`src/hw/tsh_map.svh`:
```
// What this block does
// [RQ1] Host reaches device over I2C or HID-I2C.
// [RQ2] After power-up, change line falls: data waiting.
// [RQ3] Host times out waiting for change line.
// [RQ4] Host reads 7 identification bytes from zero.
// [RQ5] Host keeps identification bytes for directory walk.
// [RQ6] Device checksums stored configuration against saved copy.
// [RQ7] Host rewrites configuration and backs up on mismatch.
// [RQ8] Host reads every object start from directory.
// [RQ9] Host derives report ID ranges per object.
// [RQ10] Host drains all start-up messages last.
// [RQ11] Message object holds one readable message.
// [RQ12] Command object executes reset, calibrate, backup writes.
// [RQ13] Power object sets acquisition and sleep intervals.
`ifndef TSH_MAP_SVH
`define TSH_MAP_SVH
// memory map of the device
`define TSH_ID_BASE 16'h0000
`define TSH_ID_LEN 7
`define TSH_OT_BASE 16'h0007
`define TSH_OT_ENTRY 6
`define TSH_NUM_OBJ 8'h04
`define TSH_MSG_ADDR 16'h0020
`define TSH_MSG_LEN 3
`define TSH_CMD_ADDR 16'h0030
`define TSH_CMD_LEN 4
`define TSH_PWR_ADDR 16'h0038
`define TSH_ACQ_ADDR 16'h003c
`define TSH_CFG_LEN 2
// object type codes and report ids
`define TSH_TY_MSG 8'h05
`define TSH_TY_CMD 8'h06
`define TSH_TY_PWR 8'h07
`define TSH_TY_ACQ 8'h08
`define TSH_CMD_RID 8'h01
`define TSH_RID_NONE 8'hff
// command object field offsets and backup key
`define TSH_CMD_RESET 2'h0
`define TSH_CMD_BACKUP 2'h1
`define TSH_CMD_CALIB 2'h2
`define TSH_BACKUP_KEY 8'h55
// command message status bits
`define TSH_ST_RESET 7
`define TSH_ST_CAL 4
`define TSH_ST_CFGERR 3
// configuration reset values and saved checksum
`define TSH_CFG_IDLE_RST 8'h00
`define TSH_CFG_ACT_RST 8'h00
`define TSH_CFG_ACQ_RST 8'h00
`define TSH_NV_SUM_RST 8'h00
// timing
`define TSH_CLK_KHZ 10000
`define TSH_MS_CYC (`TSH_CLK_KHZ)
`define TSH_POWER_ON_SELF_TEST_US 10
`define TSH_POWER_ON_SELF_TEST_CYC ((`TSH_POWER_ON_SELF_TEST_US * `TSH_CLK_KHZ + 999) / 1000)
`define TSH_CHG_TMO_MS 1300
`define TSH_CHG_TMO_CYC (`TSH_CHG_TMO_MS * `TSH_CLK_KHZ)
`endif

```
`src/hw/tsh_pkg.sv`:
```
package tsh_pkg;
   typedef logic [7:0] tsh_byte_t;
   // device start-up states
   typedef enum logic [1:0] {
      TSH_D_POWER_ON_SELF_TEST = 2'h0,
      TSH_D_SUM = 2'h1,
      TSH_D_RUN = 2'h3
   } tsh_dev_st_t;
   // host bring-up states
   typedef enum logic [2:0] {
      TSH_H_WAIT = 3'h0,
      TSH_H_RD_ID = 3'h1,
      TSH_H_RD_OT = 3'h3,
      TSH_H_DRAIN = 3'h2,
      TSH_H_WR_CFG = 3'h6,
      TSH_H_WR_BKP = 3'h7,
      TSH_H_READY = 3'h5,
      TSH_H_FAULT = 3'h4
   } tsh_host_st_t;
endpackage

```
`src/hw/tsh_link_if.sv`:
```
`timescale 1ns/1ns
interface tsh_link_if;
   logic chg_n;
   logic req;
   logic we;
   logic [15:0] addr;
   logic [7:0] wdata;
   logic ack;
   logic [7:0] rdata;
   modport dev (output chg_n, input req, input we, input addr, input wdata, output ack,
      output rdata);
   modport host (input chg_n, output req, output we, output addr, output wdata, input ack,
      input rdata);
endinterface

```
`src/hw/tsh_host.sv`:
```
`timescale 1ns/1ns
`include "tsh_map.svh"
module tsh_host #(
   parameter int TMO_CYC = `TSH_CHG_TMO_CYC,
   parameter int MAX_OBJ = 8
) (
   // clock and reset
   input wire logic mclk,
   input wire logic arst_n,
   // link to device
   tsh_link_if.host lnk,
   // configuration to load: idle ivl, active ivl, acq byte 0, acq byte 1
   input wire logic [31:0] cfg_bytes,
   // bring-up status
   output logic ready,
   output logic fault,
   output logic cfg_fixed,
   output logic [55:0] id_info,
   // received messages
   output logic msg_valid,
   output logic [7:0] msg_rid,
   output logic [7:0] msg_type,
   output logic [7:0] msg_stat,
   output logic [7:0] msg_sum
);
   tsh_pkg::tsh_host_st_t st_q;
   logic req_q, ready_q, fault_q, need_fix_q, fixed_q;
   logic [31:0] tmo_q;
   logic [2:0] idx_q, fld_q;
   logic [7:0] ent_q, otn_q, rid_next_q, lo_q, ty_q, inst_q, mr_q, ms_q;
   logic [55:0] id_q;
   logic [15:0] msg_a_q, cmd_a_q, pwr_a_q, acq_a_q;
   logic [7:0] ot_ty_q [MAX_OBJ];
   logic [7:0] ot_lo_q [MAX_OBJ];
   logic [7:0] ot_hi_q [MAX_OBJ];
   logic mv_q;
   logic [7:0] mrid_q, mtype_q, mstat_q, msum_q;

   // link transfer: held until ack, one idle cycle between transfers
   wire go = req_q & lnk.ack;
   wire xfer = (st_q == tsh_pkg::TSH_H_RD_ID) | (st_q == tsh_pkg::TSH_H_RD_OT)
      | (st_q == tsh_pkg::TSH_H_DRAIN) | (st_q == tsh_pkg::TSH_H_WR_CFG)
      | (st_q == tsh_pkg::TSH_H_WR_BKP);
   wire wr_st = (st_q == tsh_pkg::TSH_H_WR_CFG) | (st_q == tsh_pkg::TSH_H_WR_BKP);
   wire [7:0] num_obj = id_q[7:0]; // RQ5
   wire [7:0] last_ent = (num_obj > 8'(MAX_OBJ)) ? 8'(MAX_OBJ - 1) : num_obj - 8'h01;
   wire [7:0] exp_sum = cfg_bytes[7:0] + cfg_bytes[15:8] + cfg_bytes[23:16]
      + cfg_bytes[31:24];
   wire [15:0] ix16 = {13'h0000, idx_q};

   // address and data per state
   wire [15:0] cfg_addr = (idx_q < 3'h2) ? pwr_a_q + ix16 : acq_a_q + ix16 - 16'h0002;
   wire [15:0] addr_w =
      (st_q == tsh_pkg::TSH_H_RD_ID) ? `TSH_ID_BASE + ix16 : // RQ4
      (st_q == tsh_pkg::TSH_H_RD_OT) ? `TSH_OT_BASE + {8'h00, otn_q} : // RQ8
      (st_q == tsh_pkg::TSH_H_WR_CFG) ? cfg_addr :
      (st_q == tsh_pkg::TSH_H_WR_BKP) ? cmd_a_q + {14'h0000, `TSH_CMD_BACKUP} :
      msg_a_q + ix16;
   wire [7:0] wdata_w = (st_q == tsh_pkg::TSH_H_WR_BKP) ? `TSH_BACKUP_KEY :
      cfg_bytes[8*idx_q[1:0]+:8];

   // report id range of the directory entry being finished
   wire [7:0] rid_cnt = 8'((inst_q + 8'h01) * lnk.rdata);
   wire [7:0] rid_hi = rid_next_q + rid_cnt - 8'h01;

   // map an incoming report id back to its object type
   logic [7:0] lk_type;
   always_comb begin
      lk_type = 8'h00;
      for (int i = 0; i < MAX_OBJ; i++) begin
         if ((8'(i) <= last_ent) && (mr_q >= ot_lo_q[i]) && (mr_q <= ot_hi_q[i])) begin
            lk_type = ot_ty_q[i]; // RQ9
         end
      end
   end

   // message end: last byte taken, empty id ends the drain
   wire msg_end = go & (st_q == tsh_pkg::TSH_H_DRAIN) & (idx_q == 3'h2);
   wire msg_none = (mr_q == `TSH_RID_NONE);
   wire bad_cfg = (lk_type == `TSH_TY_CMD) & (ms_q[`TSH_ST_CFGERR] | (lnk.rdata != exp_sum));

   // request strobe
   always_ff @(posedge mclk or negedge arst_n) begin
      if (!arst_n) begin
         req_q <= 1'b0;
      end else begin
         req_q <= go ? 1'b0 : xfer;
      end
   end

   // bring-up sequence
   always_ff @(posedge mclk or negedge arst_n) begin
      if (!arst_n) begin
         st_q <= tsh_pkg::TSH_H_WAIT;
         tmo_q <= 32'h0000_0000;
         idx_q <= 3'h0;
         ready_q <= 1'b0;
         fault_q <= 1'b0;
         fixed_q <= 1'b0;
      end else begin
         case (st_q)
            tsh_pkg::TSH_H_WAIT: begin
               tmo_q <= tmo_q + 32'h0000_0001;
               if (!lnk.chg_n) begin
                  st_q <= tsh_pkg::TSH_H_RD_ID; // RQ4
                  idx_q <= 3'h0;
               end else if (tmo_q == 32'(TMO_CYC - 1)) begin
                  st_q <= tsh_pkg::TSH_H_FAULT; // RQ3
                  fault_q <= 1'b1;
               end
            end
            tsh_pkg::TSH_H_RD_ID: begin
               if (go) begin
                  idx_q <= idx_q + 3'h1;
                  if (idx_q == 3'(`TSH_ID_LEN - 1)) begin
                     idx_q <= 3'h0;
                     st_q <= (lnk.rdata == 8'h00) ? tsh_pkg::TSH_H_DRAIN
                        : tsh_pkg::TSH_H_RD_OT;
                  end
               end
            end
            tsh_pkg::TSH_H_RD_OT: begin
               if (go & (fld_q == 3'h5) & (ent_q == last_ent)) begin
                  st_q <= tsh_pkg::TSH_H_DRAIN; // RQ10
               end
            end
            tsh_pkg::TSH_H_DRAIN: begin
               if (go) begin
                  idx_q <= (idx_q == 3'h2) ? 3'h0 : idx_q + 3'h1;
               end
               if (msg_end & msg_none) begin
                  if (ready_q | fixed_q | ~need_fix_q) begin
                     st_q <= tsh_pkg::TSH_H_READY; // RQ10
                     ready_q <= 1'b1;
                  end else begin
                     st_q <= tsh_pkg::TSH_H_WR_CFG; // RQ7
                  end
               end
            end
            tsh_pkg::TSH_H_WR_CFG: begin
               if (go) begin
                  idx_q <= idx_q + 3'h1;
                  if (idx_q == 3'h3) begin
                     idx_q <= 3'h0;
                     st_q <= tsh_pkg::TSH_H_WR_BKP; // RQ7
                  end
               end
            end
            tsh_pkg::TSH_H_WR_BKP: begin
               if (go) begin
                  fixed_q <= 1'b1;
                  st_q <= tsh_pkg::TSH_H_DRAIN;
               end
            end
            tsh_pkg::TSH_H_READY: begin
               if (!lnk.chg_n) begin
                  st_q <= tsh_pkg::TSH_H_DRAIN;
               end
            end
            tsh_pkg::TSH_H_FAULT: ;
            default: st_q <= tsh_pkg::TSH_H_FAULT;
         endcase
      end
   end

   // identification bytes kept for the directory walk
   always_ff @(posedge mclk or negedge arst_n) begin
      if (!arst_n) begin
         id_q <= 56'h0;
      end else if (go & (st_q == tsh_pkg::TSH_H_RD_ID)) begin
         id_q[8*(3'd6 - idx_q)+:8] <= lnk.rdata; // RQ5
      end
   end

   // directory walk: object addresses and report id ranges
   always_ff @(posedge mclk or negedge arst_n) begin
      if (!arst_n) begin
         ent_q <= 8'h00;
         fld_q <= 3'h0;
         otn_q <= 8'h00;
         rid_next_q <= 8'h01;
         lo_q <= 8'h00;
         ty_q <= 8'h00;
         inst_q <= 8'h00;
         msg_a_q <= `TSH_MSG_ADDR;
         cmd_a_q <= `TSH_CMD_ADDR;
         pwr_a_q <= `TSH_PWR_ADDR;
         acq_a_q <= `TSH_ACQ_ADDR;
         for (int i = 0; i < MAX_OBJ; i++) begin
            ot_ty_q[i] <= 8'h00;
            ot_lo_q[i] <= 8'hff;
            ot_hi_q[i] <= 8'h00;
         end
      end else if (go & (st_q == tsh_pkg::TSH_H_RD_OT)) begin
         otn_q <= otn_q + 8'h01;
         fld_q <= (fld_q == 3'h5) ? 3'h0 : fld_q + 3'h1;
         case (fld_q)
            3'h0: ty_q <= lnk.rdata;
            3'h1: lo_q <= lnk.rdata;
            3'h2: begin
               if (ty_q == `TSH_TY_MSG) msg_a_q <= {lnk.rdata, lo_q}; // RQ8
               if (ty_q == `TSH_TY_CMD) cmd_a_q <= {lnk.rdata, lo_q}; // RQ8
               if (ty_q == `TSH_TY_PWR) pwr_a_q <= {lnk.rdata, lo_q}; // RQ8
               if (ty_q == `TSH_TY_ACQ) acq_a_q <= {lnk.rdata, lo_q}; // RQ8
            end
            3'h4: inst_q <= lnk.rdata;
            3'h5: begin
               ent_q <= ent_q + 8'h01;
               ot_ty_q[ent_q[2:0]] <= ty_q;
               if (lnk.rdata != 8'h00) begin
                  ot_lo_q[ent_q[2:0]] <= rid_next_q; // RQ9
                  ot_hi_q[ent_q[2:0]] <= rid_hi; // RQ9
                  rid_next_q <= rid_next_q + rid_cnt;
               end
            end
            default: ;
         endcase
      end
   end

   // message capture and checksum check
   always_ff @(posedge mclk or negedge arst_n) begin
      if (!arst_n) begin
         mr_q <= 8'h00;
         ms_q <= 8'h00;
         need_fix_q <= 1'b0;
         mv_q <= 1'b0;
         mrid_q <= 8'h00;
         mtype_q <= 8'h00;
         mstat_q <= 8'h00;
         msum_q <= 8'h00;
      end else begin
         mv_q <= 1'b0;
         if (go & (st_q == tsh_pkg::TSH_H_DRAIN) & (idx_q == 3'h0)) mr_q <= lnk.rdata;
         if (go & (st_q == tsh_pkg::TSH_H_DRAIN) & (idx_q == 3'h1)) ms_q <= lnk.rdata;
         if (msg_end & ~msg_none) begin
            mv_q <= 1'b1;
            mrid_q <= mr_q;
            mtype_q <= lk_type; // RQ9
            mstat_q <= ms_q;
            msum_q <= lnk.rdata;
            if (bad_cfg & ~fixed_q) begin
               need_fix_q <= 1'b1; // RQ7
            end
         end
      end
   end

   // outputs
   assign lnk.req = req_q;
   assign lnk.we = wr_st;
   assign lnk.addr = addr_w;
   assign lnk.wdata = wdata_w;
   assign ready = ready_q;
   assign fault = fault_q;
   assign cfg_fixed = fixed_q;
   assign id_info = id_q;
   assign msg_valid = mv_q;
   assign msg_rid = mrid_q;
   assign msg_type = mtype_q;
   assign msg_stat = mstat_q;
   assign msg_sum = msum_q;
endmodule

```
`src/flat_wrapper.sv`:
```
// flat-port wrapper written by rule: the top's interface ports become plain ports
module tsh_host_flat 
#(
   parameter int TMO_CYC = `TSH_CHG_TMO_CYC,
   parameter int MAX_OBJ = 8
)
  (mclk, arst_n, cfg_bytes, ready, fault, cfg_fixed, id_info, msg_valid, msg_rid, msg_type, msg_stat, msg_sum, lnk_chg_n, lnk_req, lnk_we, lnk_addr, lnk_wdata, lnk_ack, lnk_rdata);
  tsh_link_if lnk_i ();
  input wire logic mclk;
  input wire logic arst_n;
  input wire logic [31:0] cfg_bytes;
  output logic ready;
  output logic fault;
  output logic cfg_fixed;
  output logic [55:0] id_info;
  output logic msg_valid;
  output logic [7:0] msg_rid;
  output logic [7:0] msg_type;
  output logic [7:0] msg_stat;
  output logic [7:0] msg_sum;
  input wire logic [$bits(lnk_i.chg_n)-1:0] lnk_chg_n;
  output wire logic [$bits(lnk_i.req)-1:0] lnk_req;
  output wire logic [$bits(lnk_i.we)-1:0] lnk_we;
  output wire logic [$bits(lnk_i.addr)-1:0] lnk_addr;
  output wire logic [$bits(lnk_i.wdata)-1:0] lnk_wdata;
  input wire logic [$bits(lnk_i.ack)-1:0] lnk_ack;
  input wire logic [$bits(lnk_i.rdata)-1:0] lnk_rdata;
  assign lnk_i.chg_n = lnk_chg_n;
  assign lnk_req = lnk_i.req;
  assign lnk_we = lnk_i.we;
  assign lnk_addr = lnk_i.addr;
  assign lnk_wdata = lnk_i.wdata;
  assign lnk_i.ack = lnk_ack;
  assign lnk_i.rdata = lnk_rdata;
  tsh_host #(.TMO_CYC(TMO_CYC), .MAX_OBJ(MAX_OBJ)) u_core (.mclk(mclk), .arst_n(arst_n), .lnk(lnk_i), .cfg_bytes(cfg_bytes), .ready(ready), .fault(fault), .cfg_fixed(cfg_fixed), .id_info(id_info), .msg_valid(msg_valid), .msg_rid(msg_rid), .msg_type(msg_type), .msg_stat(msg_stat), .msg_sum(msg_sum));
endmodule
```
`config.mk`:
```
export PLATFORM = sky130hd
export DESIGN_NAME = tsh_host_flat
export DESIGN_NICKNAME = d
export VERILOG_FILES = /design/src/hw/tsh_pkg.sv /design/src/hw/tsh_link_if.sv /design/src/hw/tsh_host.sv /design/src/flat_wrapper.sv
export VERILOG_INCLUDE_DIRS = /design/src /design/src/hw
export SDC_FILE = /design/constraint.sdc
export NUM_CORES = 1
export LEC_CHECK = 0
export BUFFER_PORTS_ARGS = -buffer_cell sky130_fd_sc_hd__buf_2
export CAP_MARGIN = 30
export CORE_MARGIN = 1
export CORE_UTILIZATION = 45
export DETAILED_ROUTE_END_ITERATION = 7
export PLACE_DENSITY = 0.73
export RECOVER_POWER = 100
export SLEW_MARGIN = 20
export SYNTH_ARGS = -nofsm -noshare
export SYNTH_HDL_FRONTEND = slang
export SYNTH_SLANG_ARGS = --single-unit
```
`constraint.sdc`:
```
create_clock -name mclk -period 8.9 [get_ports mclk]
set_input_delay 0.445 -clock mclk [delete_from_list [all_inputs] [get_ports mclk]]
set_output_delay 0.445 -clock mclk [all_outputs]
set_load 0.02 [all_outputs]
```
==> key figures, run 1 <==
Status
  – Outcome: finished, violations left
  – Failing checks: capacitance limit, slew limit

Clocking
  – CTS buffer count: 51
  – Deepest clock path buffer count: 3
  – Resized Gates After CTS: 0
  – Hold buffer count at cts: 1
  – Setup repair bufs after CTS: 0
  – CTS Sinks: 455
  – Clock slew at reported path FFs: 0.06 ns
  – Number of H-tree levels: 2
  – Root buf cell: clkbuf_16
  – Clk_lat worst skew: 0.61 ns
  – CTS tree: done

STA
  – TNS Setup: 0 ns
  – Fin. max-slew vios: 134
  – Headroom to the max-slew limit: -165%
  – Max Freq: 162 MHz
  – Tightest Pin Transition: 3.98 ns
  – Setup repair after global routing missed its margin: no
  – Final Cycle Share: 69.2%
  – Period minus WS final: 6.16 ns
  – Final Hold Fails: 0
  – Final setup skew: 0.0287 ns
  – # setup viols final: 0

Detailed routing
  – DRC violations left: 0
  – Routed Antenna Nets: 0
  – First drt pass iteration count: 5
  – Routed vias/inst: 5.69
  – DR WL/cell: 20.6 um
  – Routed wire length: 73.2 mm
  – Vias: 20,200
  – Detailed Route Iter0 Violations: 1,520

Cells and area
  – Final core occ: 51.2%
  – Final instance area: 0.0295 mm^2
  – Share of layout cells above drive strength 1: 16.4%
  – Total Nets Final: 3,023
  – # diodes: 0
  – Area growth syn-to-layout: 12.5%

Job
  – Maxcap violations: 3

Critical path
  – Critical Path, Cell by Cell: clkbuf_1, ha_1, ha_1, inv_1, fa_1, nor2b_1, o21ai_0, a21boi_0, o21ai_0, a21boi_0, o2111ai_1, a31oi_1, xor2_1, o211ai_1, nand2_1, clkbuf_1
  – Worst-path maximum fanout: 28
  – WS Path Type: reg2out
  – Top Family by Delay on Critical Path: buffers and inverters
  – Worst path max stage delay: 1.40 ns
  – CP Buf/Inv Count: 3
  – Element type at the critical path end: primary output
  – Slowest CP cell: clkbuf_1
  – Required @ worst endpoint: 8.46 ns
  – Critical Path AT: 5.72 ns
  – CP startpoint kind: flop

Pwr
  – Pwr Total: 9490 uW
  – P per Cell Area: 322 mW/mm^2
  – Seq pwr share: 27.7%
  – Clock group share of total power: 23.1%
  – Cell leakage power: 0.0134 uW
  – Max rail drop VDD: 0.327 mV
  – Gate power share: 49.2%
  – Cell Int Power: 5240 uW
  – Switching Share: 44.8%
  – Switching pwr: 4250 uW

Global routing
  – Total GRT Usage: 24.9%
  – First-pass GRT wire length: 116 mm
  – Pin count of the biggest net entering global routing: 162
  – Total gr overflow: 0
  – Initial antenna violation count: 2
  – Vias in the first global route: 20,600

Placed design
  – Gpl congestion: 0.949
  – IO Port Bufs: 161
  – Post-Place Cell Area: 0.0279 mm^2
  – Post-DP HPWL: 52.6 mm

Yosys
  – Syn nets: 2,870
  – Post-Syn Area per Cell: 10.1 um^2
  – Synth warnings: 0
  – Synth area leader: dfrtp_1
  – Post-synth cell types: 84
  – Ys async rst share: 100%
  – Top FF cell, synth: dfrtp_1
  – Synth top area cells: dfrtp_1 (36%), ha_1 (9.3%), mux2_2 (8.9%), dfstp_2 (7.5%), nand2_1 (5.0%)
  – Syn Inst Count: 2,596
  – Commonest cells post-synth: dfrtp_1 (380), nand2_1 (351), o21ai_0 (221), inv_1 (212), mux2_2 (207)
  – Post-synth EDFFs: 0
  – Area share of the largest cell type after synthesis: 36.2%
  – Count leader, synth: dfrtp_1
  – Cell area after synthesis: 0.0262 mm^2
  – Sequential-to-total area share from yosys stat: 43.7%
  – Yosys reg bits: 455

Floorplanning
  – Die area: 0.0593 mm^2
  – Core ar.: 0.0577 mm^2
  – Total I/O pin count: 162
  – Die Span Y: 244 um
  – Initial core utilization: 45.5%
  – Die W: 244 um
  – Row Count: 88

Min path
  – Min-delay worst type: in2reg
-- power by group through the flow --
stage	logic [uW]	registers (uW)	clock network (uW)
global route	5120	2660	2320
CTS	4680	2630	2220
floorplan	2980	2660	0
detailed placement	4660	2660	0
finish	4670	2630	2190
global placement	4470	2640	0
-- cells in the final DEF (no fill, tap or decap), types with 27 or more instances in the layout --
master,Yosys,final
nor2_1,91,90
nor2b_1,28,28
xor2_1,58,58
a21oi_1,77,77
inv_1,212,213
o21ai_0,221,221
clkbuf_1,90,147
nand2_1,351,351
clkbuf_16,0,51
nand3_1,61,61
xnor2_1,97,97
dfstp_2,75,75
fa_1,35,35
ha_1,195,195
buf_2,2,45
nand4_1,28,28
nor3_1,27,27
dfrtp_1,380,380
nand2b_1,31,31
mux2_2,207,203
-- cell type report --
| class | instances | area [um^2] |
|---|---|---|
| clock buffer | 64 | 1370 |
| clock inverter | 32 | 383 |
| fill | 5240 | 28200 |
| inverter | 214 | 803 |
| multi-input combinational | 1823 | 13600 |
| sequential | 455 | 11500 |
| tap | 765 | 957 |
| timing repair buffer | 204 | 972 |
-- registers in the layout, summed over array words and instances (netlist names), 8 cells and up --
register           flops
u_core.ms_q            8
u_core.id_info        56
u_core.msg_rid         8
u_core.ent_q           8
u_core.msg_type        8
u_core.msg_stat        8
u_core.mr_q            8
u_core.ot_lo_q        64
u_core.msg_a_q        16
u_core.cmd_a_q        16
u_core.acq_a_q        16
u_core.inst_q          8
u_core.ot_hi_q        64
u_core.rid_next_q      8
u_core.pwr_a_q        16
u_core.tmo_q          32
u_core.ty_q            8
u_core.otn_q           8
u_core.msg_sum         8
u_core.lo_q            8
u_core.ot_ty_q        64
-- worst paths after layout --
| path | from | to | slack [ns] | cells after the start |
|---|---|---|---|---|
| max in group asynchronous | arst_n | u_core.acq_a_q[3] | 3.80 | 6 |
| min | lnk_chg_n | u_core.fault | 0.18 | 2 |
| max | u_core.idx_q[0] | lnk_addr[13] | 2.74 | 16 |
| max reg2reg | u_core.st_q[0] | u_core.ot_hi_q[47] | 2.87 | 9 |
| min reg2reg | u_core.ot_lo_q[24] | u_core.ot_lo_q[24] | 0.46 | 2 |
| min in group asynchronous | arst_n | u_core.ot_hi_q[40] | 1.80 | 2 |
-- layer usage --
metal / part of all wire [%] / routed length (um) / track usage, % / up-vias
met4: 3.6 / 2600 / 9.28 / 2
met3: 6.2 / 4550 / 3.83 / 165
met2: 49 / 35700 / 42.1 / 704
li1: - / - / - / 9301
met1: 41 / 30200 / 32.1 / 10100
met5: 0.016 / 12 / 0 / -
-- worst register-to-register path: stages, from the launching register on --
cell and delay (ns):
dfrtp_1 0.33, clkbuf_1 0.97, inv_1 0.54, nor2_1 0.86
nand2_1 0.59, nor3_1 0.61, nand3b_1 0.56, nand2b_1 0.62
clkbuf_1 0.44, mux2_2 0.37
-- through the flow --
step	setup WS, ns	std cells	hold WS [ns]
after global routing	2.47	3557	0.172
after CTS	3.28	3551	0.147
final	2.74	3557	0.179
after detailed placement	3.32	3454	0.449
after floorplan	3.96	2596	0.149
after global placement	3.46	3450	0.439
-- kinds of logic after synthesis --
family / after synthesis / synth area share [%]
multiplexers: 224 / 9.91
buffers and inverters: 318 / 4.64
AND/OR/NAND/NOR: 732 / 13.3
AO/OA/AOI/OAI: 482 / 11.3
XOR/XNOR: 155 / 5.17
adder cells (fa/ha/maj): 230 / 12.0
flip-flops: 455 / 43.7
Note: power is estimated with default switching activity, not from simulation.
==> run 2, diff against run 1 <==
==> constraint.sdc (replaced) <==
create_clock -name mclk -period 5.7 [get_ports mclk]
set_input_delay 0.285 -clock mclk [delete_from_list [all_inputs] [get_ports mclk]]
set_output_delay 0.285 -clock mclk [all_outputs]
set_load 0.02 [all_outputs]
==> run 2 against run 1 <==
Effect of this change: the flow still finishes with violations (capacitance limit, slew limit); hold slack got worse by 0.13 ns; clock power increased by 62%; global-route usage decreased by 0.19 points; first-iteration DRC count decreased by 14%; critical endpoint is now u_core.ot_hi_q[39]; largest cell class unchanged.
==> key figures, run 2 (same netlist as run 1, synthesis figures left out) <==
STA
  – Fin. max-slew vios: 282
  – Final Cycle Share: 93.6%
  – Max Freq: 188 MHz
  – # setup viols final: 0
  – Period minus WS final: 5.33 ns
  – Final setup skew: 0.0188 ns
  – Final Hold Fails: 0
  – Setup repair after global routing missed its margin: no
  – Headroom to the max-slew limit: -162%
  – Tightest Pin Transition: 3.93 ns
  – TNS Setup: 0 ns

Detailed routing
  – Vias: 20,300
  – Routed vias/inst: 5.69
  – First drt pass iteration count: 7
  – Detailed Route Iter0 Violations: 1,312
  – DR WL/cell: 20.5 um
  – DRC violations left: 0
  – Routed wire length: 73.0 mm
  – Routed Antenna Nets: 0

Clocking
  – Deepest clock path buffer count: 3
  – Clock slew at reported path FFs: 0.06 ns
  – Clk_lat worst skew: 0.61 ns
  – CTS Sinks: 455
  – CTS buffer count: 49
  – Setup repair bufs after CTS: 0
  – Number of H-tree levels: 2
  – Root buf cell: clkbuf_16
  – CTS tree: done

Critical path
  – Required @ worst endpoint: 6.18 ns
  – Reg2reg start: u_core.inst_q[0]
  – WS Path Type: reg2reg
  – FF-to-FF End: u_core.ot_hi_q[39]
  – Critical Path AT: 5.81 ns
  – Setup slack, reg-to-reg: 0.37 ns
  – R2R cell count: 20
  – Element type at the critical path end: flop
  – Worst-path maximum fanout: 8
  – CP startpoint kind: flop

Cells and area
  – Final instance area: 0.0296 mm^2
  – Biggest regs: u_core.ot_hi_q: 64 flops, u_core.ot_lo_q: 64 flops, u_core.ot_ty_q: 64 flops
  – Area growth syn-to-layout: 12.8%
  – Total Nets Final: 3,031
  – Most frequent cells in the layout: dfrtp_1 (380), nand2_1 (351), o21ai_0 (221)
  – # diodes: 0
  – Commonest non-fill, non-tap cell in the layout: dfrtp_1
  – Share of layout cells above drive strength 1: 16.9%

Floorplanning
  – Row Count: 88
  – Die W: 244 um
  – Die Span Y: 244 um
  – Core ar.: 0.0577 mm^2
  – Die area: 0.0593 mm^2
  – Initial core utilization: 45.5%
  – Total I/O pin count: 162

Global routing
  – Total GRT Usage: 24.7%
  – First-pass GRT wire length: 115 mm
  – Pin count of the biggest net entering global routing: 179
  – Initial antenna violation count: 0
  – Vias in the first global route: 20,700
  – Total gr overflow: 0

Pwr
  – Clock group share of total power: 23.7%
  – Max rail drop VDD: 0.553 mV
  – Cell Int Power: 8300 uW
  – Switching pwr: 6660 uW
  – P per Cell Area: 505 mW/mm^2
  – Switching Share: 44.5%
  – Gate power share: 48.4%
  – Seq pwr share: 27.9%
  – Cell leakage power: 0.0134 uW

Min path
  – Worst hold endpoint: u_core.fault
  – Hold Startpoint: lnk_chg_n
  – Hold depth: 2
  – Min-delay worst type: in2reg

Job
  – Maxcap violations: 3

Placed design
  – Post-DP HPWL: 52.6 mm
  – Post-Place Cell Area: 0.0280 mm^2
  – Gpl congestion: 0.941
  – IO Port Bufs: 161

Status
  – Failing checks: capacitance limit, slew limit
  – Outcome: finished, violations left
## run 2: cell count changes in the layout (fill, tap and decap cells not counted), moves of 3 or more
cell / delta
buf_4: +6
clkinv_2: -5
clkinv_4: +5
clkinvlp_4: -5
buf_2: +4
clkbuf_1: -4
clkbuf_8: +4
mux2_1: -3
mux2_2: +3
## run 2: stage by stage
stage,worst slack (ns),power [uW],instances,hold slack [ns],util (%)
finish,0.367,15000,3563,0.0529,51.3
global route,0.0583,15900,3563,0.0405,51.3
CTS,0.222,15000,3559,0.0134,51.7
detailed placement,0.222,11400,3466,0.293,48.6
global placement,0.355,11200,3459,0.290,48.4
floorplan,0.763,8790,2596,-0.0106,-
## run 2: power groups by stage
stage | sequential, uW | combinational (uW) | clock [uW]
floorplan | 4150 | 4650 | 0
global placement | 4220 | 6940 | 0
detailed placement | 4240 | 7200 | 0
CTS | 4190 | 7240 | 3600
global route | 4220 | 7910 | 3730
finish | 4170 | 7240 | 3550
## run 2: timing repair
action	in CTS	in global routing
gates resized for setup	0	1
endpoints found under the setup margin	0	8
hold buffers	1	0
endpoints found under the hold margin	61	0
## run 2: worst max-delay path by stage
stage	from	end	slack, ns
6_report	u_core.inst_q[0]	u_core.ot_hi_q[39]	0.37
5_1_grt	u_core.inst_q[0]	u_core.ot_hi_q[39]	0.06
4_1_cts	u_core.inst_q[0]	u_core.ot_hi_q[39]	0.22
3_5_place_dp	u_core.inst_q[0]	u_core.ot_hi_q[39]	0.22
3_3_place_gp	u_core.inst_q[0]	u_core.ot_hi_q[23]	0.36
2_1_floorplan	u_core.inst_q[0]	u_core.ot_hi_q[23]	0.76
## run 2: layout make-up
cell class / instances / area [um^2]
repair buffers: 214 / 996
inverters: 214 / 803
well taps: 765 / 957
flip-flops and latches: 455 / 11500
clock inverters: 29 / 408
clock buffers: 63 / 1400
fillers: 5246 / 28100
multi-input cells: 1823 / 13600
## run 2: routing by layer
metal | up-vias | wire, um | GRT usage [%]
li1 | 9306 | - | -
met1 | 10100 | 30800 | 32.0
met2 | 671 | 34800 | 41.3
met3 | 181 | 4450 | 3.91
met4 | 0 | 2950 | 9.65
met5 | - | 0 | 0
## run 2: worst max-delay path: stages (launching register included)
cell and delay [ns]:
dfrtp_1 0.42, ha_1 0.26, xor2_1 0.39, nand2_1 0.14
fa_1 0.51, inv_1 0.04, ha_1 0.29, ha_1 0.28
inv_1 0.05, fa_1 0.53, inv_1 0.04, ha_1 0.21
fa_1 0.40, a21o_1 0.17, a21oi_1 0.18, xnor2_1 0.16
xnor2_1 0.16, xnor2_1 0.10, xnor2_1 0.33, xnor2_2 0.22
mux2_2 0.32
